**src/core/hic_pkg.sv**
```systemverilog
// Functional notes
// - In stop state keep fetching, drop memory byte, execute forced no-op; the code executes the CTRL forced opcode, 00h after reset but writable.
// - In stop state sample both request inputs at the fourth fetch state.
// - Leave stop next edge on sampled non-maskable, or maskable with gate set.
// - After stop exit run the acknowledge matching the accepted request kind.
// - Both requests together: non-maskable is acknowledged first.
// - Stop acknowledge output is active for the whole stop state.
// - Stopped clock at either level freezes all registers and outputs.
// - Clock resuming continues from the suspended point, no reinitialisation.
// - Non-maskable request is accepted except under bus hold; no software flag blocks it.
// - Enable op sets gate and shadow; disable op clears both.
// - Reset clears gate and shadow flags.
// - After enable op, maskable request refused until next instruction ends.
// - Maskable acceptance clears gate and shadow flags.
// - Non-maskable acceptance clears gate, keeps shadow.
// - Accumulator loads from vector base or refresh copy shadow to parity.
// - Non-maskable return copies shadow into gate.
// - Non-maskable response pushes program counter and jumps to 0066H.
// - While bus hold is requested, neither request kind is accepted.
package hic_pkg;
  localparam int ADDR_W = 12;
  localparam logic [ADDR_W-1:0] CTRL_OFF = 12'h000;
  localparam logic [ADDR_W-1:0] STAT_OFF = 12'h004;
  localparam logic [7:0] FORCED_OP_RST = 8'h00;
  localparam logic [15:0] NMI_TARGET = 16'h0066;
  localparam logic [1:0] T3_IDX = 2'h2;
  localparam logic [1:0] T4_IDX = 2'h3;
  localparam int ST_STOPPED = 0;
  localparam int ST_GATE = 1;
  localparam int ST_SHADOW = 2;
  localparam int ST_NMI_PEND = 3;
  localparam int ST_PARITY = 4;
  localparam int ST_T_LSB = 8;
  typedef enum logic [1:0] {
    HIC_RUN = 2'b00,
    HIC_STOP = 2'b01,
    HIC_ACK_NMI = 2'b10,
    HIC_ACK_IRQ = 2'b11
  } hic_state_type;
endpackage : hic_pkg
```
**src/core/hic_apb_regs.sv**
```systemverilog
`timescale 1ns/10ps
module hic_apb_regs (
  input wire logic core_clk,
  input wire logic rstn,
  input wire logic [hic_pkg::ADDR_W-1:0] paddr,
  input wire logic psel,
  input wire logic penable,
  input wire logic pwrite,
  input wire logic [31:0] pwdata,
  input wire logic [31:0] status_word,
  output logic [31:0] prdata,
  output logic pready,
  output logic pslverr,
  output logic [7:0] forced_op_q
);
  import hic_pkg::*;
  logic ctrl_hit;
  logic stat_hit;
  logic access;
  assign ctrl_hit = (paddr == CTRL_OFF);
  assign stat_hit = (paddr == STAT_OFF);
  assign access = psel && penable;
  // Zero wait states; unmapped access answers with an error
  assign pready = 1'b1;
  assign pslverr = access && !ctrl_hit && !stat_hit;
  always_comb begin
    if (ctrl_hit) begin
      prdata = {24'h000000, forced_op_q};
    end else if (stat_hit) begin
      prdata = status_word;
    end else begin
      prdata = 32'h00000000;
    end
  end
  always_ff @(posedge core_clk or negedge rstn) begin
    if (!rstn) begin
      forced_op_q <= FORCED_OP_RST;
    end else if (access && pwrite && ctrl_hit) begin
      forced_op_q <= pwdata[7:0];
    end
  end
endmodule : hic_apb_regs

```
**src/core/hic_flag_unit.sv**
```systemverilog
`timescale 1ns/10ps
module hic_flag_unit (
  input wire logic core_clk,
  input wire logic rstn,
  input wire logic ei_exec,
  input wire logic di_exec,
  input wire logic shadow_restore_return_exec,
  input wire logic ld_ir_exec,
  input wire logic take_irq,
  input wire logic take_nmi,
  output logic gate_q,
  output logic shadow_q,
  output logic parity_q
);
  import hic_pkg::*;
  logic gate_d;
  logic shadow_d;
  // Acceptance last so it overrides the instruction's own effect
  always_comb begin
    gate_d = gate_q;
    shadow_d = shadow_q;
    if (di_exec) begin
      gate_d = 1'b0;
      shadow_d = 1'b0;
    end else if (ei_exec) begin
      gate_d = 1'b1;
      shadow_d = 1'b1;
    end else if (shadow_restore_return_exec) begin
      gate_d = shadow_q;
    end
    if (take_nmi) begin
      gate_d = 1'b0;
    end else if (take_irq) begin
      gate_d = 1'b0;
      shadow_d = 1'b0;
    end
  end
  always_ff @(posedge core_clk or negedge rstn) begin
    if (!rstn) begin
      gate_q <= 1'b0;
      shadow_q <= 1'b0;
      parity_q <= 1'b0;
    end else begin
      gate_q <= gate_d;
      shadow_q <= shadow_d;
      if (ld_ir_exec) begin
        parity_q <= shadow_q;
      end
    end
  end
endmodule : hic_flag_unit

```
**src/core/hic_halt_ctrl.sv**
```systemverilog
`timescale 1ns/10ps
module hic_halt_ctrl (
  input wire logic core_clk,
  input wire logic rstn,
  input wire logic [hic_pkg::ADDR_W-1:0] paddr,
  input wire logic psel,
  input wire logic penable,
  input wire logic pwrite,
  input wire logic [31:0] pwdata,
  output logic [31:0] prdata,
  output logic pready,
  output logic pslverr,
  input wire logic irq_req_n,
  input wire logic nmi_req_n,
  input wire logic bus_hold_request_n,
  input wire logic instr_end,
  input wire logic halt_op,
  input wire logic enable_irq_op,
  input wire logic mask_irq_op,
  input wire logic shadow_restore_return,
  input wire logic load_acc_from_vector_base,
  input wire logic load_acc_from_refresh_count,
  input wire logic mem_sample,
  input wire logic [7:0] mem_data,
  output logic stop_ack_n,
  output logic opcode_fetch_cycle,
  output logic [1:0] fetch_t_state,
  output logic [7:0] exec_opcode,
  output logic irq_ack,
  output logic nmi_ack,
  output logic push_pc,
  output logic [15:0] jump_target,
  output logic irq_gate_flag,
  output logic irq_gate_shadow,
  output logic parity_flag
);
  import hic_pkg::*;

  hic_state_type state_q;
  hic_state_type state_d;
  logic [1:0] t_q;
  logic [1:0] t_d;
  logic nmi_prev_q;
  logic nmi_pend_q;
  logic nmi_pend_d;
  logic nmi_smp_q;
  logic irq_smp_q;
  logic [7:0] opcode_q;
  logic [15:0] target_q;
  logic [7:0] forced_op;
  logic [31:0] status_word;

  logic in_stop;
  logic in_run;
  logic bus_free;
  logic nmi_fall;
  logic nmi_ok;
  logic irq_ok;
  logic run_end;
  logic run_nmi;
  logic run_irq;
  logic stop_sample;
  logic stop_exit;
  logic take_nmi;
  logic take_irq;
  logic op_load;
  logic ei_exec;
  logic di_exec;
  logic shadow_restore_return_exec;
  logic ld_ir_exec;

  function automatic logic [1:0] next_t(input logic [1:0] t);
    next_t = (t == T4_IDX) ? 2'h0 : 2'(t + 2'h1);
  endfunction : next_t

  // All state is plain flops on core_clk: a held clock freezes
  // everything and a resumed clock carries on untouched
  assign in_stop = (state_q == HIC_STOP);
  // Instruction ends during stop or an acknowledge cycle are ignored
  assign in_run = (state_q == HIC_RUN);
  assign bus_free = bus_hold_request_n;
  assign nmi_fall = nmi_prev_q && !nmi_req_n;

  // No software flag enters the non-maskable path
  assign nmi_ok = nmi_pend_q && bus_free;
  assign irq_ok = !irq_req_n && irq_gate_flag && bus_free;

  assign ei_exec = instr_end && in_run && enable_irq_op;
  assign di_exec = instr_end && in_run && mask_irq_op;
  assign shadow_restore_return_exec = instr_end && in_run && shadow_restore_return;
  assign ld_ir_exec = instr_end && in_run &&
    (load_acc_from_vector_base || load_acc_from_refresh_count);

  // End of an ordinary instruction; halt goes to stop instead
  assign run_end = (state_q == HIC_RUN) && instr_end && !halt_op;
  assign run_nmi = run_end && nmi_ok;
  // Ending enable or disable op cannot let a maskable request in
  assign run_irq = run_end && !nmi_ok && irq_ok &&
    !enable_irq_op && !mask_irq_op;

  // Request inputs looked at only in the fourth fetch state
  assign stop_sample = in_stop && (t_q == T4_IDX);
  assign stop_exit = in_stop && (nmi_smp_q || irq_smp_q);

  assign take_nmi = (state_q == HIC_ACK_NMI);
  assign take_irq = (state_q == HIC_ACK_IRQ);

  always_comb begin
    state_d = state_q;
    case (state_q)
      HIC_RUN: begin
        if (run_nmi) begin
          state_d = HIC_ACK_NMI;
        end else if (run_irq) begin
          state_d = HIC_ACK_IRQ;
        end else if (instr_end && halt_op) begin
          state_d = HIC_STOP;
        end
      end
      HIC_STOP: begin
        if (stop_exit) begin
          // Kind sampled decides the acknowledge
          if (nmi_smp_q) begin
            state_d = HIC_ACK_NMI;
          end else begin
            state_d = HIC_ACK_IRQ;
          end
        end
      end
      HIC_ACK_NMI: begin
        state_d = HIC_RUN;
      end
      HIC_ACK_IRQ: begin
        state_d = HIC_RUN;
      end
      default: begin
        state_d = HIC_RUN;
      end
    endcase
  end

  // Fetch states run only while stopped, restart at T1 on entry
  assign t_d = in_stop && !stop_exit ? next_t(t_q) : 2'h0;

  // Set beats clear: a new edge in the accept cycle stays pending
  assign nmi_pend_d = nmi_fall || (nmi_pend_q && !take_nmi);

  // In stop the fetched byte is dropped for the forced opcode
  assign op_load = (in_stop && t_q == T3_IDX) ||
    (!in_stop && mem_sample);

  always_ff @(posedge core_clk or negedge rstn) begin
    if (!rstn) begin
      state_q <= HIC_RUN;
      t_q <= 2'h0;
    end else begin
      state_q <= state_d;
      t_q <= t_d;
    end
  end

  always_ff @(posedge core_clk or negedge rstn) begin
    if (!rstn) begin
      nmi_prev_q <= 1'b1;
      nmi_pend_q <= 1'b0;
    end else begin
      nmi_prev_q <= nmi_req_n;
      nmi_pend_q <= nmi_pend_d;
    end
  end

  always_ff @(posedge core_clk or negedge rstn) begin
    if (!rstn) begin
      nmi_smp_q <= 1'b0;
      irq_smp_q <= 1'b0;
    end else if (stop_sample) begin
      nmi_smp_q <= nmi_ok;
      irq_smp_q <= !nmi_ok && irq_ok;
    end else if (!in_stop) begin
      nmi_smp_q <= 1'b0;
      irq_smp_q <= 1'b0;
    end
  end

  always_ff @(posedge core_clk or negedge rstn) begin
    if (!rstn) begin
      opcode_q <= FORCED_OP_RST;
    end else if (op_load) begin
      opcode_q <= in_stop ? forced_op : mem_data;
    end
  end

  always_ff @(posedge core_clk or negedge rstn) begin
    if (!rstn) begin
      target_q <= 16'h0000;
    end else if (run_nmi || (stop_exit && nmi_smp_q)) begin
      target_q <= NMI_TARGET;
    end
  end

  hic_flag_unit u_flags (
    .core_clk(core_clk),
    .rstn(rstn),
    .ei_exec(ei_exec),
    .di_exec(di_exec),
    .shadow_restore_return_exec(shadow_restore_return_exec),
    .ld_ir_exec(ld_ir_exec),
    .take_irq(take_irq),
    .take_nmi(take_nmi),
    .gate_q(irq_gate_flag),
    .shadow_q(irq_gate_shadow),
    .parity_q(parity_flag)
  );

  always_comb begin
    status_word = 32'h00000000;
    status_word[ST_STOPPED] = in_stop;
    status_word[ST_GATE] = irq_gate_flag;
    status_word[ST_SHADOW] = irq_gate_shadow;
    status_word[ST_NMI_PEND] = nmi_pend_q;
    status_word[ST_PARITY] = parity_flag;
    status_word[ST_T_LSB +: 2] = t_q;
  end

  hic_apb_regs u_regs (
    .core_clk(core_clk),
    .rstn(rstn),
    .paddr(paddr),
    .psel(psel),
    .penable(penable),
    .pwrite(pwrite),
    .pwdata(pwdata),
    .status_word(status_word),
    .prdata(prdata),
    .pready(pready),
    .pslverr(pslverr),
    .forced_op_q(forced_op)
  );

  // Acknowledge falls with the state register, not a cycle later
  assign stop_ack_n = !in_stop;
  assign opcode_fetch_cycle = in_stop;
  assign fetch_t_state = t_q;
  assign exec_opcode = opcode_q;
  assign irq_ack = take_irq;
  assign nmi_ack = take_nmi;
  assign push_pc = take_nmi;
  assign jump_target = target_q;
endmodule : hic_halt_ctrl

```
**config.mk**
```make
export PLATFORM = sky130hd
export DESIGN_NAME = hic_halt_ctrl
export DESIGN_NICKNAME = d
export VERILOG_FILES = /design/src/core/hic_pkg.sv /design/src/core/hic_apb_regs.sv /design/src/core/hic_flag_unit.sv /design/src/core/hic_halt_ctrl.sv
export SDC_FILE = /design/constraint.sdc
export NUM_CORES = 1
export LEC_CHECK = 0
export ABC_CLOCK_PERIOD_IN_PS = 2050
export BUFFER_PORTS_ARGS = -buffer_cell sky130_fd_sc_hd__buf_2
export CORE_MARGIN = 5
export CORE_UTILIZATION = 43
export DETAILED_ROUTE_END_ITERATION = 7
export PLACE_DENSITY = 0.9
export SYNTH_ARGS = -nofsm -noshare
export SYNTH_HDL_FRONTEND = slang
export SYNTH_HIERARCHICAL = 1
export SYNTH_SLANG_ARGS = --single-unit
```
**constraint.sdc**
```tcl
create_clock -name core_clk -period 2.05 [get_ports core_clk]
set_input_delay 0.205 -clock core_clk [delete_from_list [all_inputs] [get_ports core_clk]]
set_output_delay 0.205 -clock core_clk [all_outputs]
set_load 0.005 [all_outputs]
```
### Word-level counts from Yosys, hierarchy flattened

Cells that the tools add are included.

* $add $sub $neg: 1
* equal/unequal tests: 9
* multiplexer cells: 23
* reductions and logical operators: 50

Operator list (count)
* logical AND 1 bit: 29
* two-way mux 10 bit: 2
* two-way mux 1 bit: 13
* == test 12 x 3 -> 1 bit (second input constant): 1
* logical NOT 12 bit: 1
* two-way mux 2 bit: 6
* logical NOT 1 bit: 11
* == test 2 bit (second input constant): 4
* two-way mux 8 bit: 1
* case mux 2 bit (3 select lines): 1
* logical OR 1 bit: 5
* nonzero test 5 bit: 1
* != test 2 x 1 -> 1 bit (second input constant): 2
* != test 4 x 1 -> 1 bit (second input constant): 1
* adder 2 x 1 -> 2 bit (second input constant): 1
* == test 2 x 1 -> 1 bit (second input constant): 1
* logical NOT 2 bit: 1
* AND reduction 2 bit: 1
* OR reduction 2 bit: 1

* flip-flop bits (word level): 28
* word-level logic and storage cells: 95

### Logic depth before layout (Yosys ltp)

Gate-level depths: netlist of run 1.

* word-level depth: 10
* gate-level depth with buffers: 6
* mapped depth without buffers: 4

### Hierarchy

The synthesis of run 1 kept the hierarchy.

By module, submodules not included
* hic_halt_ctrl: times used 1, cells an instance 93, area each 978.4 sq um, sequential area each 426.7 sq um
* hic_apb_regs: times used 1, cells an instance 71, area each 683.2 sq um, sequential area each 200.2 sq um
* hic_flag_unit: times used 1, cells an instance 10, area each 130.1 sq um, sequential area each 75.1 sq um

### Worst setup path after synthesis of run 1

No wires, ideal clock.

* path kind: reg2reg
* start: register state_q[0]
* end: register u_flags.gate_q
* library setup time: 0.111 ns
* data arrival time: 1.265 ns
* required time: 1.939 ns
* setup slack: 0.674 ns
* cell stages (with the launch flop): 5
* period minus slack after synthesis: 1.376 ns
* cells stage by stage: dfrtp_1 > nor2_1 > and3_1 > mux2i_1 > a2111oi_2

* elaborated cells on any way between the ends: 12

RTL lines
* start: declaration: RTL line hic_halt_ctrl.sv:39 `hic_state_type state_q;`
* start signal: assignment: RTL line hic_halt_ctrl.sv:157 `state_q <= state_d;`
* logical NOT 2 bit: RTL line hic_halt_ctrl.sv:80 `assign in_run = (state_q == HIC_RUN);`
* logical AND 1 bit (2 in series): RTL line hic_halt_ctrl.sv:90 `assign shadow_restore_return_exec = instr_end && in_run && shadow_restore_return;`
* via shadow_restore_return_exec: RTL line hic_halt_ctrl.sv:69 `logic shadow_restore_return_exec;`
* nonzero test 5 bit (no source line)
* end signal: assignment: RTL line hic_flag_unit.sv:44 `gate_q <= gate_d;`
* end: declaration: RTL line hic_flag_unit.sv:11 `output logic gate_q,`

The timed path passes the listed nets, and every way through them passes these cells.
A chain may end at the register's enable or synchronous reset.

### Final worst setup path of run 1

* start: register state_q[1]
* end: output prdata[0]

* longest elaborated chain between the ends: 3

RTL lines
* == test 2 x 1 -> 1 bit: RTL line hic_halt_ctrl.sv:78 `assign in_stop = (state_q == HIC_STOP);`
* two-way mux 10 bit: RTL line hic_apb_regs.sv:29 `end else if (stat_hit) begin`
* two-way mux 10 bit: RTL line hic_apb_regs.sv:27 `if (ctrl_hit) begin`
* end: declaration: RTL line hic_halt_ctrl.sv:10 `output logic [31:0] prdata,`

Every way passes these cells.

==> summary.md, run 1 <==
| Metric | Value |
|---|---|
| WP data arrival | 1.54 ns |
| Mapped cell area | 1792 sq um |
| Average wire per standard cell | 14.45 um |
| Status | finished, final reports clean |
| WS Path Type | reg -> out |
| Ys async rst share | 100.0% |
| Worst-Skew Late Latency | 0.26 ns |
| Share of layout cells above drive strength 1 | 37.00% |
| Hold Path Class | in -> reg |
| Critical path capture point type | output port |
| Final Skew | roughly 0.0023 ns |
| Core Area | 4029 sq um |
| Post-route clock period utilization | a little under nine tenths |
| Hold Fails Final Rpt | 0 |
| R2r worst-path depth | 4 |
| Cells after synthesis | 174 |
| Overflow after GRT | 0 |
| Worst R2R Start | state_q[1] |
| Final min period | 1.745 ns |
| Fin. max-slew vios | 0 |
| Largest net degree at the start of global routing | 29 |
| Worst EP required | around 1.9 ns |
| Vias in the first global route | 1476 |
| Routed Antenna Nets | 0 |
| Yosys reg bits | 28 |
| CTS Buf Count | 3 |
| Cell with the most instances after synthesis | dfrtp_1 |
| H-tree levels | 1 |
| Final wirelength | 4.666 mm |
| TritonCTS clock tree | done |
| GPL Wtd Cong | 0.8193 |
| Final setup vio count | 0 |
| Setup TNS | 0 ns |
| End of the worst register-to-register path | exec_opcode[5] |
| Main flop type after synthesis | dfrtp_1 |
| Lkg Pwr | 1.177 nW |
| Max-slew headroom | 58.67% |
| Hpwl dp | 3.795 mm |
| Rows | 23 |
| Yosys top cell by area | dfrtp_1 |
| Final nets | 344 |
| I/O pin total | around 140 |
| Die Span X | 74.55 um |
| Distinct cells, synth | 39 |
| Main combinational cell family by area after synthesis | simple AND/OR/NAND/NOR gates |
| Synth top area share | a little under two fifths |
| Crit path from | state_q[1] |
| Max Cap Viol | 0 |
| Cell-internal power | 1.212 mW |
| Vias/cell | ~4.9 |
| Hold slack | 0.04374 ns |
| Initial Util | 44.47% |
| CP startpoint kind | flop |
| XOR/XNOR share of the synthesized area | 0% |
| DRC errors left | 0 |
| Ant. Diodes | 0 |
| Peak VDD IR | 0.4603 mV |
| Sw frac | roughly 34% |
| Seq pwr share | 44.6% |
| CTS Sinks | 28 |
| Register area share after synthesis | ~39% |
| Max Clock Freq | 0.5731 GHz |
| Clock power frac | 17.9% |
| Yosys warning total | 6 |
| Port Buf Inserts | 76 |
| Comb power frac | 37.5% |
| Crit path to | prdata[0] |
| Area delta synth->final | 28.21% |
| Syn_area_per_cell | 10.30 sq um |
| Initial antenna violation count | 0 |
| Compound-Gate Fraction of Synth Area | 12.43% |
| Psw | 634.8 uW |
| Number of flops mapped to enable cells by yosys | 0 |
| CTS clock-pin slew for the worst setup and hold paths | ~0.090 ns |
| Clock Tree Root | clkbuf_8 |
| First-pass detailed-route iteration total | 4 |
| Worst-case clock buffer depth | 2 |
| Least-Margin Pin Slew | 0.6199 ns |
| Simple-Gate Fraction of Synth Area | 28.63% |
| Synth top cells by count | dfrtp_1 (27), and2_1 (25), buf_4 (17) |
| Mux contribution to synthesized area | 7.612% |
| Post-CTS setup buffer count | 0 |
| RSZ-0062 raised after global routing | no |
| Crit Path Max Fanout | 13 |
| Die H | around 75 um |
| Global-route wire length before repair | 6.948 mm |
| Via Count | ~1600 |
| R2R Setup Slk | 0.38 ns |
| Die ar. | 5558 sq um |
| Synth Area in Adders | 1.397% |
| GRT Total Usage | 15.90% |
| Synth area leaders | dfrtp_1 (38%), and2_1 (8.7%), buf_4 (7.1%) |
| DRT iter0 DRCs | 48 |
| PD cells | about 800 nW/um^2 |
==> cells in the final DEF, fill, tap and decap left out, types with 2 or more instances in the layout <==
cell type,synthesis,routed
buf_2,0,76
conb_1,2,38
dfrtp_1,27,27
and2_1,25,25
nor2_1,15,15
mux2_2,9,9
or3_1,8,8
o221a_1,8,8
a22oi_1,8,8
inv_1,5,5
and3_1,5,5
nand2_1,5,5
clkbuf_8,0,4
nor4b_1,3,3
buf_4,17,3
nand2b_1,2,2
nor2b_1,2,2
o22ai_1,2,2
nand4b_1,2,2
a21oi_1,2,2
mux2i_1,2,2
ha_1,2,2
nor3_1,2,2
nor4_4,2,2
==> stage by stage <==
stage	setup WS (ns)	cell area, sq um	utilization [%]	power [mW]	instances
floorplan	0.6738	1927	-	1.265	210
global placement	0.3939	2232	55.40	1.507	318
detailed placement	0.3478	2232	55.40	1.532	318
CTS	0.3138	2297	57.02	1.865	323
global route	0.1774	2297	57.02	1.984	323
finish	0.3053	2297	57.02	1.847	323
==> power by group through the flow <==
| stage | combinational [mW] | clock, mW | sequential, mW |
|---|---|---|---|
| detailed placement | 0.695 | 0 | 0.836 |
| finish | 0.692 | 0.331 | 0.824 |
| CTS | 0.699 | 0.340 | 0.826 |
| global placement | 0.677 | 0 | 0.830 |
| global route | 0.772 | 0.367 | 0.846 |
| floorplan | 0.449 | 0 | 0.816 |
==> registers in the layout, indices dropped and copies added (netlist names), 2 cells and up <==
register,cells
exec_opcode,8
u_regs/forced_op_q,8
fetch_t_state,2
state_q,2
==> layout make-up <==
cell class	instances	area, sq um
Multi-Input combinational cell	155	1040
Sequential cell	28	701.9
Tap cell	50	62.56
Inverter	6	25.02
Fill cell	368	1732
Clock buffer	4	55.05
Timing Repair Buffer	80	412.9
==> how the worst min path moves through the flow <==
| stage | start | endpoint | slack (ns) | cells after the start |
|---|---|---|---|---|
| detailed placement | rstn | u_regs/forced_op_q[0] | 0.26 | 1 |
| global route | nmi_req_n | nmi_prev_q | 0.03 | 1 |
| finish | nmi_req_n | nmi_prev_q | 0.04 | 1 |
| CTS | nmi_req_n | nmi_prev_q | 0.04 | 1 |
| global placement | rstn | u_regs/forced_op_q[2] | 0.25 | 1 |
| floorplan | rstn | exec_opcode[0] | -0.09 | 0 |
==> worst max-delay path, stage by stage, from the launching register on <==
cell and delay (ns):
dfrtp_1 0.41, nand2b_1 0.31, inv_4 0.22, a22oi_1 0.11, nor2_1 0.10, buf_2 0.12
==> what timing repair did <==
| action | CTS | global route |
|---|---|---|
| setup endpoints to repair | 0 | 0 |
| resized for setup | 0 | 0 |
| hold buffers | 1 | 0 |
| hold endpoints to repair | 27 | 0 |
==> cells by family after synthesis <==
family / Yosys count
adders and majority gates: 2
buffers and inverters: 27
and+or+nand+nor: 77
muxes: 12
other: 2
DFF: 28
AOI/OAI and AO/OA: 26
==> metal layers <==
metal  share of wire (%)  vias to the layer above  global-route usage [%]
li1                    -                      771                       -
met1                  39                      734                   20.83
met2                  48                       82                   27.12
met3                  12                        4                   3.649
met4                0.58                        0                   2.964
met5                   0                        -                       0
Note: power is estimated with default switching activity, not from simulation.
==> run 2, diff against run 1 <==
--- a/config.mk
+++ b/config.mk
@@ -5,12 +5,13 @@
 export SDC_FILE = /design/constraint.sdc
 export NUM_CORES = 1
 export LEC_CHECK = 0
-export ABC_CLOCK_PERIOD_IN_PS = 2050
+export ABC_CLOCK_PERIOD_IN_PS = 1400
 export BUFFER_PORTS_ARGS = -buffer_cell sky130_fd_sc_hd__buf_2
 export CORE_MARGIN = 5
-export CORE_UTILIZATION = 43
+export CORE_UTILIZATION = 36
 export DETAILED_ROUTE_END_ITERATION = 7
-export PLACE_DENSITY = 0.9
+export PLACE_DENSITY = 0.81
+export REMOVE_ABC_BUFFERS = 1
 export SYNTH_ARGS = -nofsm -noshare
 export SYNTH_HDL_FRONTEND = slang
 export SYNTH_HIERARCHICAL = 1
==> constraint.sdc (replaced) <==
create_clock -name core_clk -period 1.4 [get_ports core_clk]
set_input_delay 0.14 -clock core_clk [delete_from_list [all_inputs] [get_ports core_clk]]
set_output_delay 0.14 -clock core_clk [all_outputs]
set_load 0.005 [all_outputs]
==> run 2 against run 1 <==
Net effect:
- via count increased by 1.3%
- clock power increased by 51%
- critical path depth decreased by 1
- design area increased by 6.4%
- register-to-register slack got worse by 0.37 ns
- sequential power increased by 47%
- worst setup slack got worse by 0.30 ns
- non-clock buffer count increased by 9
- clock skew about the same
- largest cell class unchanged
- highest routed layer unchanged
==> summary.md, run 2 (synthesis results as in run 1) <==
| Metric | Value |
|---|---|
| CTS Buf Count | 3 |
| Average wire per standard cell | 13.59 um |
| DRC errors left | 0 |
| Final nets | 353 |
| CP startpoint kind | flop |
| Peak VDD IR | 0.8250 mV |
| Largest net degree at the start of global routing | 29 |
| Seq pwr share | 41.5% |
| Via Count | ~1600 |
| Status | finished, final reports clean |
| Core Area | 4786 sq um |
| Initial antenna violation count | 0 |
| Share of layout cells above drive strength 1 | 41.13% |
| Routed Antenna Nets | 0 |
| Vias/cell | 4.616 |
| Most common cell after layout, fill and taps aside | buf_2 |
| Worst slack at placement | -0.06882 ns |
| Worst-case clock buffer depth | 2 |
| Hold Fails Final Rpt | 0 |
| Final wirelength | 4.744 mm |
| GRT Total Usage | 13.76% |
| Vias in the first global route | 1501 |
| Ant. Diodes | 0 |
| Max Clock Freq | 0.7188 GHz |
| Die Span X | 80.55 um |
| CTS clock-pin slew for the worst setup and hold paths | around 0.090 ns |
| I/O pin total | about 140 |
| PD cells | 1193 nW/um^2 |
| Final setup vio count | 0 |
| Post-Place Cell Area | 2326 sq um |
| Final Skew | 0.002009 ns |
| Initial Util | between 30 and 40% |
| WS Path Type | reg -> reg |
| Worst-Skew Late Latency | 0.27 ns |
| Rows | 25 |
| Overflow after GRT | 0 |
| Max Cap Viol | 0 |
| Hold Path Class | in -> reg |
| Setup ws final | 0.008715 ns |
| Lkg Pwr | about 1.2 nW |
| Hpwl dp | 3.837 mm |
| Port Buf Inserts | 76 |
| Most frequent cells in the layout | buf_2 (76), conb_1 (38), and2_1 (25), dfrtp_1 (25), nor2_1 (14) |
| Sw frac | approximately 34% |
| GPL Wtd Cong | 0.7550 |
| Final min period | 1.391 ns |
| H-tree levels | 1 |
| Die H | approximately 81 um |
| Worst EP required | ~1.6 ns |
| Critical path capture point type | flop |
| Fin. max-slew vios | 0 |
| Area delta synth->final | 36.38% |
| Max-slew headroom | 57.68% |
| Crit Path Max Fanout | 8 |
| Comb power frac | 41.4% |
| CTS Sinks | 28 |
| Least-Margin Pin Slew | 0.6347 ns |
| Clock power frac | 17.1% |
| Post-route clock period utilization | about 99% |
| WP data arrival | 1.55 ns |
| RSZ-0062 raised after global routing | yes |
| Cell-internal power | slightly below 2 mW |
| Global-route wire length before repair | 7.086 mm |
| Die ar. | 6488 sq um |
| DRT iter0 DRCs | 53 |
| First-pass detailed-route iteration total | 4 |
| Psw | 993.3 uW |
| Final Cell Area | 2444 sq um |
| Clock Tree Root | clkbuf_8 |
| TritonCTS clock tree | done |
run 2: path summary, 6_finish.rpt:
kind                             from          endpoint  slack [ns]  cells after the start
min reg2reg                 irq_smp_q  fetch_t_state[1]        0.46                      1
max reg2reg                state_q[1]    exec_opcode[0]       0.009                      4
max in group asynchronous        rstn        state_q[0]        0.53                      2
max                        state_q[1]    exec_opcode[0]       0.009                      4
min                           halt_op    jump_target[1]        0.09                      2
min in group asynchronous        rstn    exec_opcode[0]        0.42                      2
run 2: stage by stage:
step	setup TNS, ns	cells	power (mW)	hold WS, ns	utilization, %
2_1_floorplan	-0.5663	189	1.753	-0.1556	-
3_3_place_gp	-0.4174	343	2.344	0.1944	48.60
3_5_place_dp	-0.6856	343	2.377	0.1981	48.60
4_1_cts	-0.07167	348	2.897	0.08318	50.43
5_1_grt	-0.3589	349	3.123	0.08581	51.06
6_report	0	349	2.915	0.08740	51.06
run 2: metal layers:
metal  wire length (um)  global-route usage [%]
met2               2279                   24.17
met1               2001                   17.35
met4                 33                   3.547
met3                430                   2.354
met5                  0                       0
run 2: final cells by class:
class | instances | area [sq um]
clock buffer | 4 | 55.05
sequential | 28 | 704.4
fill | 438 | 2342
inverter | 6 | 27.53
multi-input combinational | 155 | 1074
timing repair buffer | 89 | 499.2
tap | 67 | 83.83
run 2: power by group through the flow:
stage	combinational [mW]	clock [mW]	sequential, mW
2_1_floorplan	0.558	0	1.20
3_3_place_gp	1.14	0	1.20
3_5_place_dp	1.18	0	1.20
4_1_cts	1.19	0.507	1.20
5_1_grt	1.33	0.550	1.24
6_report	1.21	0.499	1.21
run 2: critical path, cell delays in order, from the launching register on:
cell	delay (ns)
dfrtp_2	0.45
nand2b_4	0.17
inv_6	0.08
mux2_4	0.35
o221a_1	0.23
run 2: repair_timing:
item / in CTS / in global routing
hold buffers: 2 / 0
pin swaps: 0 / 9
buffers inserted: 0 / 1
gates resized for setup: 5 / 6
setup endpoints to repair: 13 / 22
hold endpoints to repair: 28 / 0
